===== config.mk =====
export PLATFORM = sky130hd
export DESIGN_NAME = quadrature_up_down_counter
export DESIGN_NICKNAME = d
export VERILOG_FILES = /design/src/rtl/updown_counter_pkg.sv /design/src/rtl/pin_edge_sync.sv /design/src/rtl/quadrature_up_down_counter.sv
export SDC_FILE = /design/constraint.sdc
export NUM_CORES = 1
export LEC_CHECK = 0
export ABC_AREA = 0
export BUFFER_PORTS_ARGS = -buffer_cell sky130_fd_sc_hd__buf_4
export CAP_MARGIN = 20
export CELL_PAD_IN_SITES_DETAIL_PLACEMENT = 0
export CELL_PAD_IN_SITES_GLOBAL_PLACEMENT = 1
export CORE_MARGIN = 3
export CORE_UTILIZATION = 46
export CTS_CLUSTER_DIAMETER = 100
export DETAILED_ROUTE_END_ITERATION = 8
export PLACE_DENSITY = 0.95
export SKIP_CTS_REPAIR_TIMING = 1
export SYNTH_ARGS = -nofsm -noshare
export SYNTH_HDL_FRONTEND = slang
export SYNTH_HIERARCHICAL = 1
export SYNTH_SLANG_ARGS = --single-unit

===== constraint.sdc =====
create_clock -name ref_clk_in -period 5.6 [get_ports ref_clk_in]
set_input_delay 0.28 -clock ref_clk_in [delete_from_list [all_inputs] [get_ports ref_clk_in]]
set_output_delay 0.28 -clock ref_clk_in [all_outputs]
set_load 0.01 [all_outputs]

===== src/rtl/updown_counter_pkg.sv =====
// Constants shared by the up/down counter block
package updown_counter_pkg;
    localparam int unsigned CNT_W = 16;

    // Count clock source and divider / external mode select
    localparam logic [1:0] CS_DIV4  = 2'h0;
    localparam logic [1:0] CS_DIV8  = 2'h1;
    localparam logic [1:0] CS_DIV16 = 2'h2;
    localparam logic [1:0] CS_MODE1 = 2'h0;
    localparam logic [1:0] CS_MODE2 = 2'h1;
    localparam logic [1:0] CS_MODE3 = 2'h2;
    localparam logic [1:0] CS_MODE4 = 2'h3;

    // Prescaler divisors and the tick masks derived from them
    localparam int unsigned PRE_W    = 4;
    localparam int unsigned DIV_A    = 4;
    localparam int unsigned DIV_B    = 8;
    localparam int unsigned DIV_C    = 16;
    localparam logic [3:0] MASK_DIV4  = 4'(DIV_A - 1);
    localparam logic [3:0] MASK_DIV8  = 4'(DIV_B - 1);
    localparam logic [3:0] MASK_DIV16 = 4'(DIV_C - 1);

    // Active edge of the count input
    localparam logic [1:0] EDGE_FALL = 2'h0;
    localparam logic [1:0] EDGE_RISE = 2'h1;
    localparam logic [1:0] EDGE_BOTH = 2'h2;
    localparam logic [1:0] EDGE_NONE = 2'h3;

    // Reset values
    localparam logic [15:0] CNT_RST  = 16'h0000;
    localparam logic [3:0]  PRE_RST  = 4'h0;
    localparam logic        FLAG_RST = 1'b0;
endpackage


===== src/rtl/pin_edge_sync.sv =====
// Two-stage pin synchroniser with rise and fall detection
`timescale 1ns/10ps
module pin_edge_sync (
    input  wire logic ref_clk_in,  // System clock
    input  wire logic rst_in,      // Async reset, high
    input  wire logic pin_in,      // Raw pin level
    output logic      level_out,   // Synchronised level
    output logic      rise_out,    // One-cycle rise pulse
    output logic      fall_out     // One-cycle fall pulse
);
    logic meta_ff;
    logic sync_ff;
    logic last_ff;

    always_ff @(posedge ref_clk_in or posedge rst_in) begin
        if (rst_in) begin
            meta_ff <= 1'b0;
            sync_ff <= 1'b0;
            last_ff <= 1'b0;
        end else begin
            meta_ff <= pin_in;
            sync_ff <= meta_ff;
            last_ff <= sync_ff;
        end
    end

    assign level_out = sync_ff;
    assign rise_out  = sync_ff & ~last_ff;
    assign fall_out  = ~sync_ff & last_ff;
endmodule


===== src/rtl/quadrature_up_down_counter.sv =====
// Up/down counter with prescaler, four external modes and compare matches
//
// How it works
// - Counter is sixteen bits, serving as interval, free-running or event counter.
// - Internal source steps the counter every 4, 8 or 16 system clocks.
// - Internal clock uses the direction bit; external clock takes direction from pins.
// - Counting past the maximum sets the sticky overflow flag.
// - Counting below zero sets the sticky underflow flag.
// - External clear pin forces the counter to zero in every mode.
// - Enable held at one keeps counting without any restart.
// - Enable at zero clears the counter and halts it.
// - Reset clears the counter; it counts on at once if enable is still high.
// - Both compare registers are watched; each equality pulses its own request.
// - Modulo bit zero selects normal counting, one selects modulo counting.
// - Normal mode overflow or underflow returns the counter to zero.
// - Modulo up-count matching compare 0 clears the counter on next step.
// - Modulo down-count underflow reloads the counter from compare 0.
// - With external clock, select field codes 00 to 11 pick modes 1 to 4.
// - Mode 1: active count edge counts down if direction high, else up.
// - Mode 2: count edge counts up, direction rising edge counts down.
// - Mode 2: simultaneous count and direction edges leave the counter unchanged.
// - Mode 3: on count edge, direction low counts down, high counts up.
// - Mode 4: a lone edge of either input steps, direction from their phase; edges on both in one cycle do not step.
// - Mode 4 ignores the programmed count-input edge selection.
// - Modes 1 to 3 use the programmed count-input edge.
`timescale 1ns/10ps
module quadrature_up_down_counter #(
    parameter int unsigned CNT_W = updown_counter_pkg::CNT_W
) (
    input  wire logic             ref_clk_in,           // System clock, 250 MHz
    input  wire logic             rst_in,               // Async reset, high
    input  wire logic             count_enable_bit_in,  // Counting enable level
    input  wire logic             direction_bit_in,     // 1 counts down (internal clock)
    input  wire logic             modulo_enable_bit_in, // 1 selects modulo mode
    input  wire logic             external_sel_in,      // 1 selects external count clock
    input  wire logic [1:0]       clock_select_in,      // Divider or external mode
    input  wire logic [1:0]       edge_select_in,       // Active count-input edge
    input  wire logic [CNT_W-1:0] compare_reg_0_in,     // Compare register 0
    input  wire logic [CNT_W-1:0] compare_reg_1_in,     // Compare register 1
    input  wire logic             count_input_pin_in,   // External count / phase A
    input  wire logic             direction_input_pin_in, // Direction / phase B
    input  wire logic             external_clear_pin_in,  // Clear, active high
    input  wire logic             overflow_clr_in,      // Clears overflow flag
    input  wire logic             underflow_clr_in,     // Clears underflow flag
    output logic [CNT_W-1:0]      updown_counter_out,   // Counter value
    output logic                  overflow_flag_out,    // Sticky overflow
    output logic                  underflow_flag_out,   // Sticky underflow
    output logic                  compare0_match_irq_out, // Match pulse, compare 0
    output logic                  compare1_match_irq_out  // Match pulse, compare 1
);
    import updown_counter_pkg::*;

    if (CNT_W < 4 || CNT_W > 32) begin : g_bad_width
        $error("CNT_W must lie between 4 and 32");
    end

    localparam logic [CNT_W-1:0] CNT_MAX  = '1;
    localparam logic [CNT_W-1:0] CNT_ZERO = '0;

    logic [CNT_W-1:0] cnt_ff;
    logic [PRE_W-1:0] pre_ff;
    logic             ovf_ff;
    logic             udf_ff;
    logic             irq0_ff;
    logic             irq1_ff;

    logic a_lvl, a_rise, a_fall;
    logic b_lvl, b_rise, b_fall;
    logic clr_lvl;
    logic [3:0] pre_mask;
    logic pre_tick;
    logic a_act;
    logic up_step;
    logic dn_step;
    logic [CNT_W-1:0] nxt_cnt;
    logic nxt_ovf;
    logic nxt_udf;
    logic hold_zero;

    // Pin inputs synchronised before any use
    pin_edge_sync u_sync_cnt (
        .ref_clk_in (ref_clk_in),
        .rst_in     (rst_in),
        .pin_in     (count_input_pin_in),
        .level_out  (a_lvl),
        .rise_out   (a_rise),
        .fall_out   (a_fall)
    );

    pin_edge_sync u_sync_dir (
        .ref_clk_in (ref_clk_in),
        .rst_in     (rst_in),
        .pin_in     (direction_input_pin_in),
        .level_out  (b_lvl),
        .rise_out   (b_rise),
        .fall_out   (b_fall)
    );

    pin_edge_sync u_sync_clr (
        .ref_clk_in (ref_clk_in),
        .rst_in     (rst_in),
        .pin_in     (external_clear_pin_in),
        .level_out  (clr_lvl),
        .rise_out   (),
        .fall_out   ()
    );

    // Prescaler tick selection; code 11 gives no internal count
    always_comb begin
        unique case (clock_select_in)
            CS_DIV4:  pre_mask = MASK_DIV4;
            CS_DIV8:  pre_mask = MASK_DIV8;
            CS_DIV16: pre_mask = MASK_DIV16;
            default:  pre_mask = 4'hf;
        endcase
    end

    assign pre_tick = ((pre_ff & pre_mask) == pre_mask) && (clock_select_in != CS_MODE4);

    always_ff @(posedge ref_clk_in or posedge rst_in) begin
        if (rst_in) begin
            pre_ff <= PRE_RST;
        end else if (!count_enable_bit_in || external_sel_in) begin
            pre_ff <= PRE_RST;
        end else begin
            pre_ff <= pre_ff + 4'h1;
        end
    end

    // Active edge of the count input for modes 1 to 3
    always_comb begin
        unique case (edge_select_in)
            EDGE_FALL: a_act = a_fall;
            EDGE_RISE: a_act = a_rise;
            EDGE_BOTH: a_act = a_rise | a_fall;
            EDGE_NONE: a_act = 1'b0;
        endcase
    end

    // Step direction from the selected source
    always_comb begin
        up_step = 1'b0;
        dn_step = 1'b0;
        if (!external_sel_in) begin
            up_step = pre_tick && !direction_bit_in;
            dn_step = pre_tick && direction_bit_in;
        end else begin
            unique case (clock_select_in)
                CS_MODE1: begin
                    up_step = a_act && !b_lvl;
                    dn_step = a_act && b_lvl;
                end
                CS_MODE2: begin
                    up_step = a_act && !b_rise;
                    dn_step = b_rise && !a_act;
                end
                CS_MODE3: begin
                    up_step = a_act && b_lvl;
                    dn_step = a_act && !b_lvl;
                end
                CS_MODE4: begin
                    // Edge select is not consulted here
                    up_step = (a_rise && !b_lvl) || (a_fall && b_lvl) ||
                              (b_rise && a_lvl) || (b_fall && !a_lvl);
                    dn_step = (a_rise && b_lvl) || (a_fall && !b_lvl) ||
                              (b_rise && !a_lvl) || (b_fall && a_lvl);
                    if (up_step && dn_step) begin
                        up_step = 1'b0;
                        dn_step = 1'b0;
                    end
                end
            endcase
        end
    end

    assign hold_zero = !count_enable_bit_in || clr_lvl;

    // Next counter value, wrap, modulo and flag events
    always_comb begin
        nxt_cnt = cnt_ff;
        nxt_ovf = 1'b0;
        nxt_udf = 1'b0;
        if (hold_zero) begin
            nxt_cnt = CNT_ZERO;
        end else if (up_step) begin
            if (modulo_enable_bit_in && cnt_ff == compare_reg_0_in) begin
                nxt_cnt = CNT_ZERO;
            end else if (cnt_ff == CNT_MAX) begin
                nxt_cnt = CNT_ZERO;
                nxt_ovf = 1'b1;
            end else begin
                nxt_cnt = cnt_ff + 1'b1;
            end
        end else if (dn_step) begin
            if (cnt_ff == CNT_ZERO) begin
                nxt_udf = 1'b1;
                nxt_cnt = modulo_enable_bit_in ? compare_reg_0_in : CNT_ZERO;
            end else begin
                nxt_cnt = cnt_ff - 1'b1;
            end
        end
    end

    // Counter register; an enable held high never restarts it
    always_ff @(posedge ref_clk_in or posedge rst_in) begin
        if (rst_in) begin
            cnt_ff <= CNT_ZERO;
        end else begin
            cnt_ff <= nxt_cnt;
        end
    end

    // Sticky flags; a new event wins over a clear in the same cycle
    always_ff @(posedge ref_clk_in or posedge rst_in) begin
        if (rst_in) begin
            ovf_ff <= FLAG_RST;
            udf_ff <= FLAG_RST;
        end else begin
            ovf_ff <= nxt_ovf || (ovf_ff && !overflow_clr_in);
            udf_ff <= nxt_udf || (udf_ff && !underflow_clr_in);
        end
    end

    // Match requests pulse when the counter moves onto a compare value
    always_ff @(posedge ref_clk_in or posedge rst_in) begin
        if (rst_in) begin
            irq0_ff <= FLAG_RST;
            irq1_ff <= FLAG_RST;
        end else begin
            irq0_ff <= (nxt_cnt != cnt_ff) && (nxt_cnt == compare_reg_0_in);
            irq1_ff <= (nxt_cnt != cnt_ff) && (nxt_cnt == compare_reg_1_in);
        end
    end

    assign updown_counter_out     = cnt_ff;
    assign overflow_flag_out      = ovf_ff;
    assign underflow_flag_out     = udf_ff;
    assign compare0_match_irq_out = irq0_ff;
    assign compare1_match_irq_out = irq1_ff;

    a_ce_low_clears: assert property (
        @(posedge ref_clk_in) disable iff (rst_in)
        !count_enable_bit_in |=> cnt_ff == CNT_ZERO)
        else $error("counter not cleared while disabled");

    a_clear_pin_zero: assert property (
        @(posedge ref_clk_in) disable iff (rst_in)
        clr_lvl |=> cnt_ff == CNT_ZERO)
        else $error("clear pin did not zero the counter");

    a_ovf_sets_flag: assert property (
        @(posedge ref_clk_in) disable iff (rst_in)
        (!hold_zero && up_step && cnt_ff == CNT_MAX && !modulo_enable_bit_in)
        |=> ovf_ff && cnt_ff == CNT_ZERO)
        else $error("overflow did not wrap and flag");

    a_udf_sets_flag: assert property (
        @(posedge ref_clk_in) disable iff (rst_in)
        (!hold_zero && dn_step && cnt_ff == CNT_ZERO) |=> udf_ff)
        else $error("underflow flag not set");

    a_norm_udf_zero: assert property (
        @(posedge ref_clk_in) disable iff (rst_in)
        (!hold_zero && dn_step && cnt_ff == CNT_ZERO && !modulo_enable_bit_in)
        |=> cnt_ff == CNT_ZERO)
        else $error("normal underflow did not return to zero");

    a_mod_match_clear: assert property (
        @(posedge ref_clk_in) disable iff (rst_in)
        (!hold_zero && up_step && modulo_enable_bit_in && cnt_ff == compare_reg_0_in)
        |=> cnt_ff == CNT_ZERO)
        else $error("modulo match did not clear");

    a_mod_reload: assert property (
        @(posedge ref_clk_in) disable iff (rst_in)
        (!hold_zero && dn_step && modulo_enable_bit_in && cnt_ff == CNT_ZERO)
        |=> cnt_ff == $past(compare_reg_0_in))
        else $error("modulo underflow did not reload");

    a_cmp1_match_pulse: assert property (
        @(posedge ref_clk_in) disable iff (rst_in)
        irq1_ff |-> cnt_ff == $past(compare_reg_1_in) && cnt_ff != $past(cnt_ff))
        else $error("compare 1 request without a match");

    a_cmp0_match_pulse: assert property (
        @(posedge ref_clk_in) disable iff (rst_in)
        irq0_ff |-> cnt_ff == $past(compare_reg_0_in) && cnt_ff != $past(cnt_ff))
        else $error("compare 0 request without a match");

    a_mode3_dir: assert property (
        @(posedge ref_clk_in) disable iff (rst_in)
        (external_sel_in && clock_select_in == CS_MODE3 && a_act && b_lvl && !hold_zero
         && cnt_ff != CNT_MAX) |=> cnt_ff == $past(cnt_ff) + 1'b1)
        else $error("mode 3 did not count up");

    a_mode2_both_hold: assert property (
        @(posedge ref_clk_in) disable iff (rst_in)
        (external_sel_in && clock_select_in == CS_MODE2 && a_act && b_rise && !hold_zero)
        |=> $stable(cnt_ff))
        else $error("mode 2 moved on simultaneous edges");

    a_div4_spacing: assert property (
        @(posedge ref_clk_in) disable iff (rst_in)
        (!external_sel_in && clock_select_in == CS_DIV4 && (up_step || dn_step))
        |=> (!(up_step || dn_step) || clock_select_in != CS_DIV4 || external_sel_in)[*3])
        else $error("divide-by-4 stepped too early");

    a_mode1_dir: assert property (
        @(posedge ref_clk_in) disable iff (rst_in)
        (external_sel_in && clock_select_in == CS_MODE1 && a_act && b_lvl && !hold_zero
         && cnt_ff != CNT_ZERO) |=> cnt_ff == $past(cnt_ff) - 1'b1)
        else $error("mode 1 did not count down");
endmodule


# Word level (Yosys, flattened, before mapping)
# Cells that the tools add are included.
dict set report classes {
  add_sub_neg 3
  n_mux 24
  eq_ne 13
  bitwise 10
  reduce_logical 42
}
# cell n
set ops {}
lappend ops {{two-way mux 16 bit} 7}
lappend ops {{equality test 16 bit} 3}
lappend ops {{logical AND 1 bit} 21}
lappend ops {{adder 16 x 1 -> 16 bit (second input constant)} 1}
lappend ops {{equality test 16 bit (second input constant)} 1}
lappend ops {{logical NOT 16 bit} 1}
lappend ops {{inequality test 16 bit} 1}
lappend ops {{subtractor 16 x 1 -> 16 bit (second input constant)} 1}
lappend ops {{two-way mux 1 bit} 12}
lappend ops {{case mux 1 bit (4 select lines)} 3}
lappend ops {{logical OR 1 bit} 10}
lappend ops {{equality test 2 bit (second input constant)} 4}
lappend ops {{logical NOT 1 bit} 8}
lappend ops {{case mux 4 bit (2 select lines)} 1}
lappend ops {{adder 4 x 1 -> 4 bit (second input constant)} 1}
lappend ops {{AND 1 bit} 4}
lappend ops {{AND 4 bit} 1}
lappend ops {{equality test 2 x 1 -> 1 bit (second input constant)} 2}
lappend ops {{equality test 4 bit} 1}
lappend ops {{logical NOT 2 bit} 2}
lappend ops {{two-way mux 4 bit} 1}
lappend ops {{NOT 1 bit} 4}
lappend ops {{inequality test 2 bit (second input constant)} 1}
lappend ops {{bitwise OR 1 bit} 1}
dict set report totals {
  regBits 32
  in_bits 47
  wordCells 106
  out_inout_bits 20
}

# Logic depth before layout (Yosys ltp)
dict set report logic_depth {
  word_depth 15
  ltp_mapped 15
  ltp_nobuf 12
}

# By module
# The synthesis kept the hierarchy.
# module area_per_inst_um2 seq_area_each_um2 cells_each instances
set modules_own_cells {}
lappend modules_own_cells {quadrature_up_down_counter 3762.4 600.6 495 1}
lappend modules_own_cells {pin_edge_sync 93.8 75.1 6 3}

# Worst setup path after synthesis
# No wires, ideal clock.
dict set report synth_path {
  kind {register to register}
  startpoint {reg u_sync_dir.sync_ff, in the netlist u_sync_dir/level_out}
  endpoint {reg irq1_ff, in the netlist compare1_match_irq_out}
  t_required_ps 5467
  setup_time_ps 133
  stages_incl_launch_ff 12
  slack_ps 2274
  synth_period_minus_slack_ps 3326
  t_arrival_ps 3192
  path_buffers 0
  path_cell_list {dfrtp_1 -> and2b_2 -> mux2_4 -> a211oi_2 -> nor3b_1 -> o32ai_4 -> nand3_2 -> o21a_1 -> a311o_1 -> or4_1 -> nor4_2 -> nor4_1}
}
dict set report synth_via {
  elab_cells_between_ends 36
  classes_between {eq/ne: 2; mux: 9; bitwise: 3; reduce/logical: 22}
}
# item line
set synth_rtl {}
lappend synth_rtl {{start, declared} pin_edge_sync.sv:12} ;# logic sync_ff;
lappend synth_rtl {{start signal, assigned} pin_edge_sync.sv:22} ;# sync_ff <= meta_ff;
lappend synth_rtl {{NOT 1 bit (*)} pin_edge_sync.sv:29} ;# assign fall_out = ~sync_ff & last_ff;
lappend synth_rtl {{AND 1 bit (*)} pin_edge_sync.sv:29}
lappend synth_rtl {{via b_fall} quadrature_up_down_counter.sv:68} ;# logic b_lvl, b_rise, b_fall;
lappend synth_rtl {{logical AND 1 bit, on equally long branches} {quadrature_up_down_counter.sv:164, quadrature_up_down_counter.sv:166}}
lappend synth_rtl {{logical OR 1 bit, on equally long branches} {quadrature_up_down_counter.sv:164, quadrature_up_down_counter.sv:166}}
lappend synth_rtl {{logical AND 1 bit} quadrature_up_down_counter.sv:167} ;# if (up_step && dn_step) begin
lappend synth_rtl {{two-way mux 1 bit} quadrature_up_down_counter.sv:167}
lappend synth_rtl {{case mux 1 bit (4 select lines)} quadrature_up_down_counter.sv:148} ;# unique case (clock_select_in)
lappend synth_rtl {{two-way mux 1 bit} quadrature_up_down_counter.sv:144} ;# if (!external_sel_in) begin
lappend synth_rtl {{two-way mux 16 bit} quadrature_up_down_counter.sv:194} ;# end else if (dn_step) begin
lappend synth_rtl {{two-way mux 16 bit (*)} quadrature_up_down_counter.sv:185} ;# end else if (up_step) begin
lappend synth_rtl {{two-way mux 16 bit (*)} quadrature_up_down_counter.sv:183} ;# if (hold_zero) begin
lappend synth_rtl {{inequality test 16 bit / equality test 16 bit (equally long branches)} quadrature_up_down_counter.sv:231} ;# irq1_ff <= (nxt_cnt != cnt_ff) && (nxt_cnt == compare_reg_1_in);
lappend synth_rtl {{logical AND 1 bit (*)} quadrature_up_down_counter.sv:231}
lappend synth_rtl {{end signal, assigned} quadrature_up_down_counter.sv:231}
lappend synth_rtl {{end, declared} quadrature_up_down_counter.sv:65} ;# logic irq1_ff;
# The timed path passes the listed nets; every way through them passes the cells marked *.

# Final worst setup path
dict set report layout_path {
  startpoint {reg u_sync_cnt.sync_ff, in the netlist u_sync_cnt/level_out}
  endpoint {reg irq1_ff, in the netlist compare1_match_irq_out}
}
dict set report layout_via {
  elab_cells_between_ends 38
  classes_between {eq/ne: 2; mux: 10; bitwise: 4; reduce/logical: 22}
}
# item line
set layout_rtl {}
lappend layout_rtl {{start, declared} pin_edge_sync.sv:12}
lappend layout_rtl {{start signal, assigned} pin_edge_sync.sv:22}
lappend layout_rtl {{AND 1 bit (*)} pin_edge_sync.sv:28} ;# assign rise_out = sync_ff & ~last_ff;
lappend layout_rtl {{via a_rise} quadrature_up_down_counter.sv:67} ;# logic a_lvl, a_rise, a_fall;
lappend layout_rtl {{branches (longest 9 deep; another with two-way mux 16 bit)} -}
lappend layout_rtl {{two-way mux 16 bit (*)} quadrature_up_down_counter.sv:185}
lappend layout_rtl {{two-way mux 16 bit (*)} quadrature_up_down_counter.sv:183}
lappend layout_rtl {{inequality test 16 bit / equality test 16 bit (equally long branches)} quadrature_up_down_counter.sv:231}
lappend layout_rtl {{logical AND 1 bit (*)} quadrature_up_down_counter.sv:231}
# Mark *: on every way through the listed nets, which the timed path passes.

==> metrics.yaml <==
drtIter0Drc: 703
nets: 607
yosysWarnings: 6
antenna_found_initial: 0
hpwl_mm: 11.4
postLayoutCellArea_sq_um: 4570
num_vias: 4479
netlist_instances: 510
rsz0062_at_grt: "no"
die_y_microns: 99.3
switching_share_pct: 45.0
layout-drive-gt1-share_pct: 22.4
port_buffers: 66
vias_per_cell: 6.77
grt_max_degree: 25
track_usage_pct: 30.8
die_x_microns: 99.3
cts_tree: "yes"
synth_nets: 561
crit_chain: "nor2b_1 > nand2b_1 > a2111oi_0 > a41o_1 > o32a_1 > a31oi_1 > o32a_2 > xnor2_1 > or4_1 > nor4_2 > nor4_1"
endpoint_kind: "flop"
peakVddDrop_v: 0.000155
avgSynthCellArea_sq_um: 7.85
initial_utilization_pct: 48.0
clkTransAtPathRegs_ns: 0.08
cts_num_sinks: 32
tightest_slew_ns: 0.874
grt_pass1_vias: 4403
route.detailed.drc: 0
outcome: "complete, no violations"
crit_required_ns: 5.77
clock_skew_ns: 0.00908
tns_ns: 0
gr-total-overflow: 0
clkPwrFrac_pct: 21.1
power_frac_seq_pct: 29.1
cts_inserted_buffers: 5
wl_mm: 15.1
dpl_cell_area_sq_um: 4440
period_minus_slack_ns: 4.39
slew_headroom_pct: 41.7
clk_latency_ns: 0.30
grt_pass1_wl_mm: 23.8
maxCapViolCount: 0
syn2layout_area_growth_pct: 14.1
powerDensity_nw_per_um2: 199
max_freq_ghz: 0.228
drt-wirelength-per-cell_microns: 22.8
min_period_over_period_pct: 78.3
fin_util_pct: 54.8
power_leakage_uw: 0.00196
hold_violations: 0
crit_slowest_cell: "o32a_1"
critPathMaxFanout: 18
path_class: "flop to flop"
fp.dieArea_sq_um: 9860
p_comb_share_pct: 49.7
switchingPower_uw: 409
cp.arrival_ns: 4.56
timing.final.setup_violations: 0
crit_buf_inv: 0
drt_pre_antenna_iters: 5
min_path_type: "input pin to flop"
coreArea_sq_um: 8340
synth_area_sq_um: 4000
std_cell_rows: 33
ios: 67
start_kind: "flop"
p_int_uw: 501
max_stage_delay_ns: 0.74
gp_congestion: 1.05
critical_path.top_delay_family: "compound AO/OA/AOI/OAI gates"
clockRootBuffer: "clkbuf_8"
cts_buffer_depth: 2
h-tree-depth: 2
ant_nets: 0
diodes: 0
final-max-slew-violation-count: 0
## path summary, 6_finish.rpt
path | from | to | slack, ns | cells past startpoint
worst max-delay path | u_sync_cnt/level_out | compare1_match_irq_out | 1.21 | 11
worst min-delay path | direction_input_pin_in | u_sync_dir/meta_ff | 0.09 | 1
worst max register to register | u_sync_cnt/level_out | compare1_match_irq_out | 1.21 | 11
worst min register to register | u_sync_dir/meta_ff | u_sync_dir/level_out | 0.35 | 0
max in group asynchronous | rst_in | updown_counter_out[12] | 4.56 | 4
min in group asynchronous | rst_in | u_sync_clr/level_out | 0.42 | 3
## per-layer routing
layer  GRT usage, %  vias to the layer above  wire, microns
li1               -                     1978              -
met1           40.7                     2059           5940
met2           46.1                      357           6570
met3           7.01                       85           1710
met4           17.6                        0            860
met5              0                        -              0
## metrics by stage
step,worst slack (ns),hold slack (ns),std cells,power (uW)
floorplan,2.27,0.0212,510,569
global route,0.885,0.0734,662,956
global placement,1.56,0.161,652,702
finish,1.21,0.0895,662,910
CTS,1.24,-0.154,660,893
detailed placement,1.26,0.165,652,701
## registers in the layout, summed over array words and instances (netlist names)
signal                  count
updown_counter_out         16
u_sync_clr/level_out        1
u_sync_cnt/level_out        1
u_sync_cnt/last_ff          1
compare0_match_irq_out      1
u_sync_clr/meta_ff          1
u_sync_cnt/meta_ff          1
u_sync_dir/last_ff          1
overflow_flag_out           1
compare1_match_irq_out      1
pre_ff                      4
underflow_flag_out          1
u_sync_dir/level_out        1
u_sync_dir/meta_ff          1
## worst reg2reg max path, delay by kind of cell (launching register included)
kind,cells,cell delay [ns]
simple gates,5,1.52
compound gates,5,2.16
xor+xnor,1,0.14
flops,1,0.44
## power by group through the flow
stage	Clock, uW	Sequential [uW]	Combinational [uW]
after floorplan	0	256	313
after global placement	0	268	434
after detailed placement	0	269	432
after CTS	195	264	434
after global routing	207	267	483
final	192	265	452
## layout by cell type, fill, tap and decap left out, types with 21 or more instances in the layout
master	count
o21ai_0	29
nor2_1	32
xnor2_1	26
xor2_1	33
nand2_1	41
buf_4	76
a21oi_1	21
nor3_1	21
inv_1	23
dfrtp_1	32
nand3_1	30
## cell type report
class                           count  area, sq um
Fill cell                         820         3770
Multi-Input combinational cell    416         2850
Sequential cell                    32          801
Timing Repair Buffer               78          608
Tap cell                          105          131
Inverter                           23         86.3
Clock buffer                        5         68.8
Clock inverter                      3         18.8
Note: power is estimated with default switching activity, not from simulation.
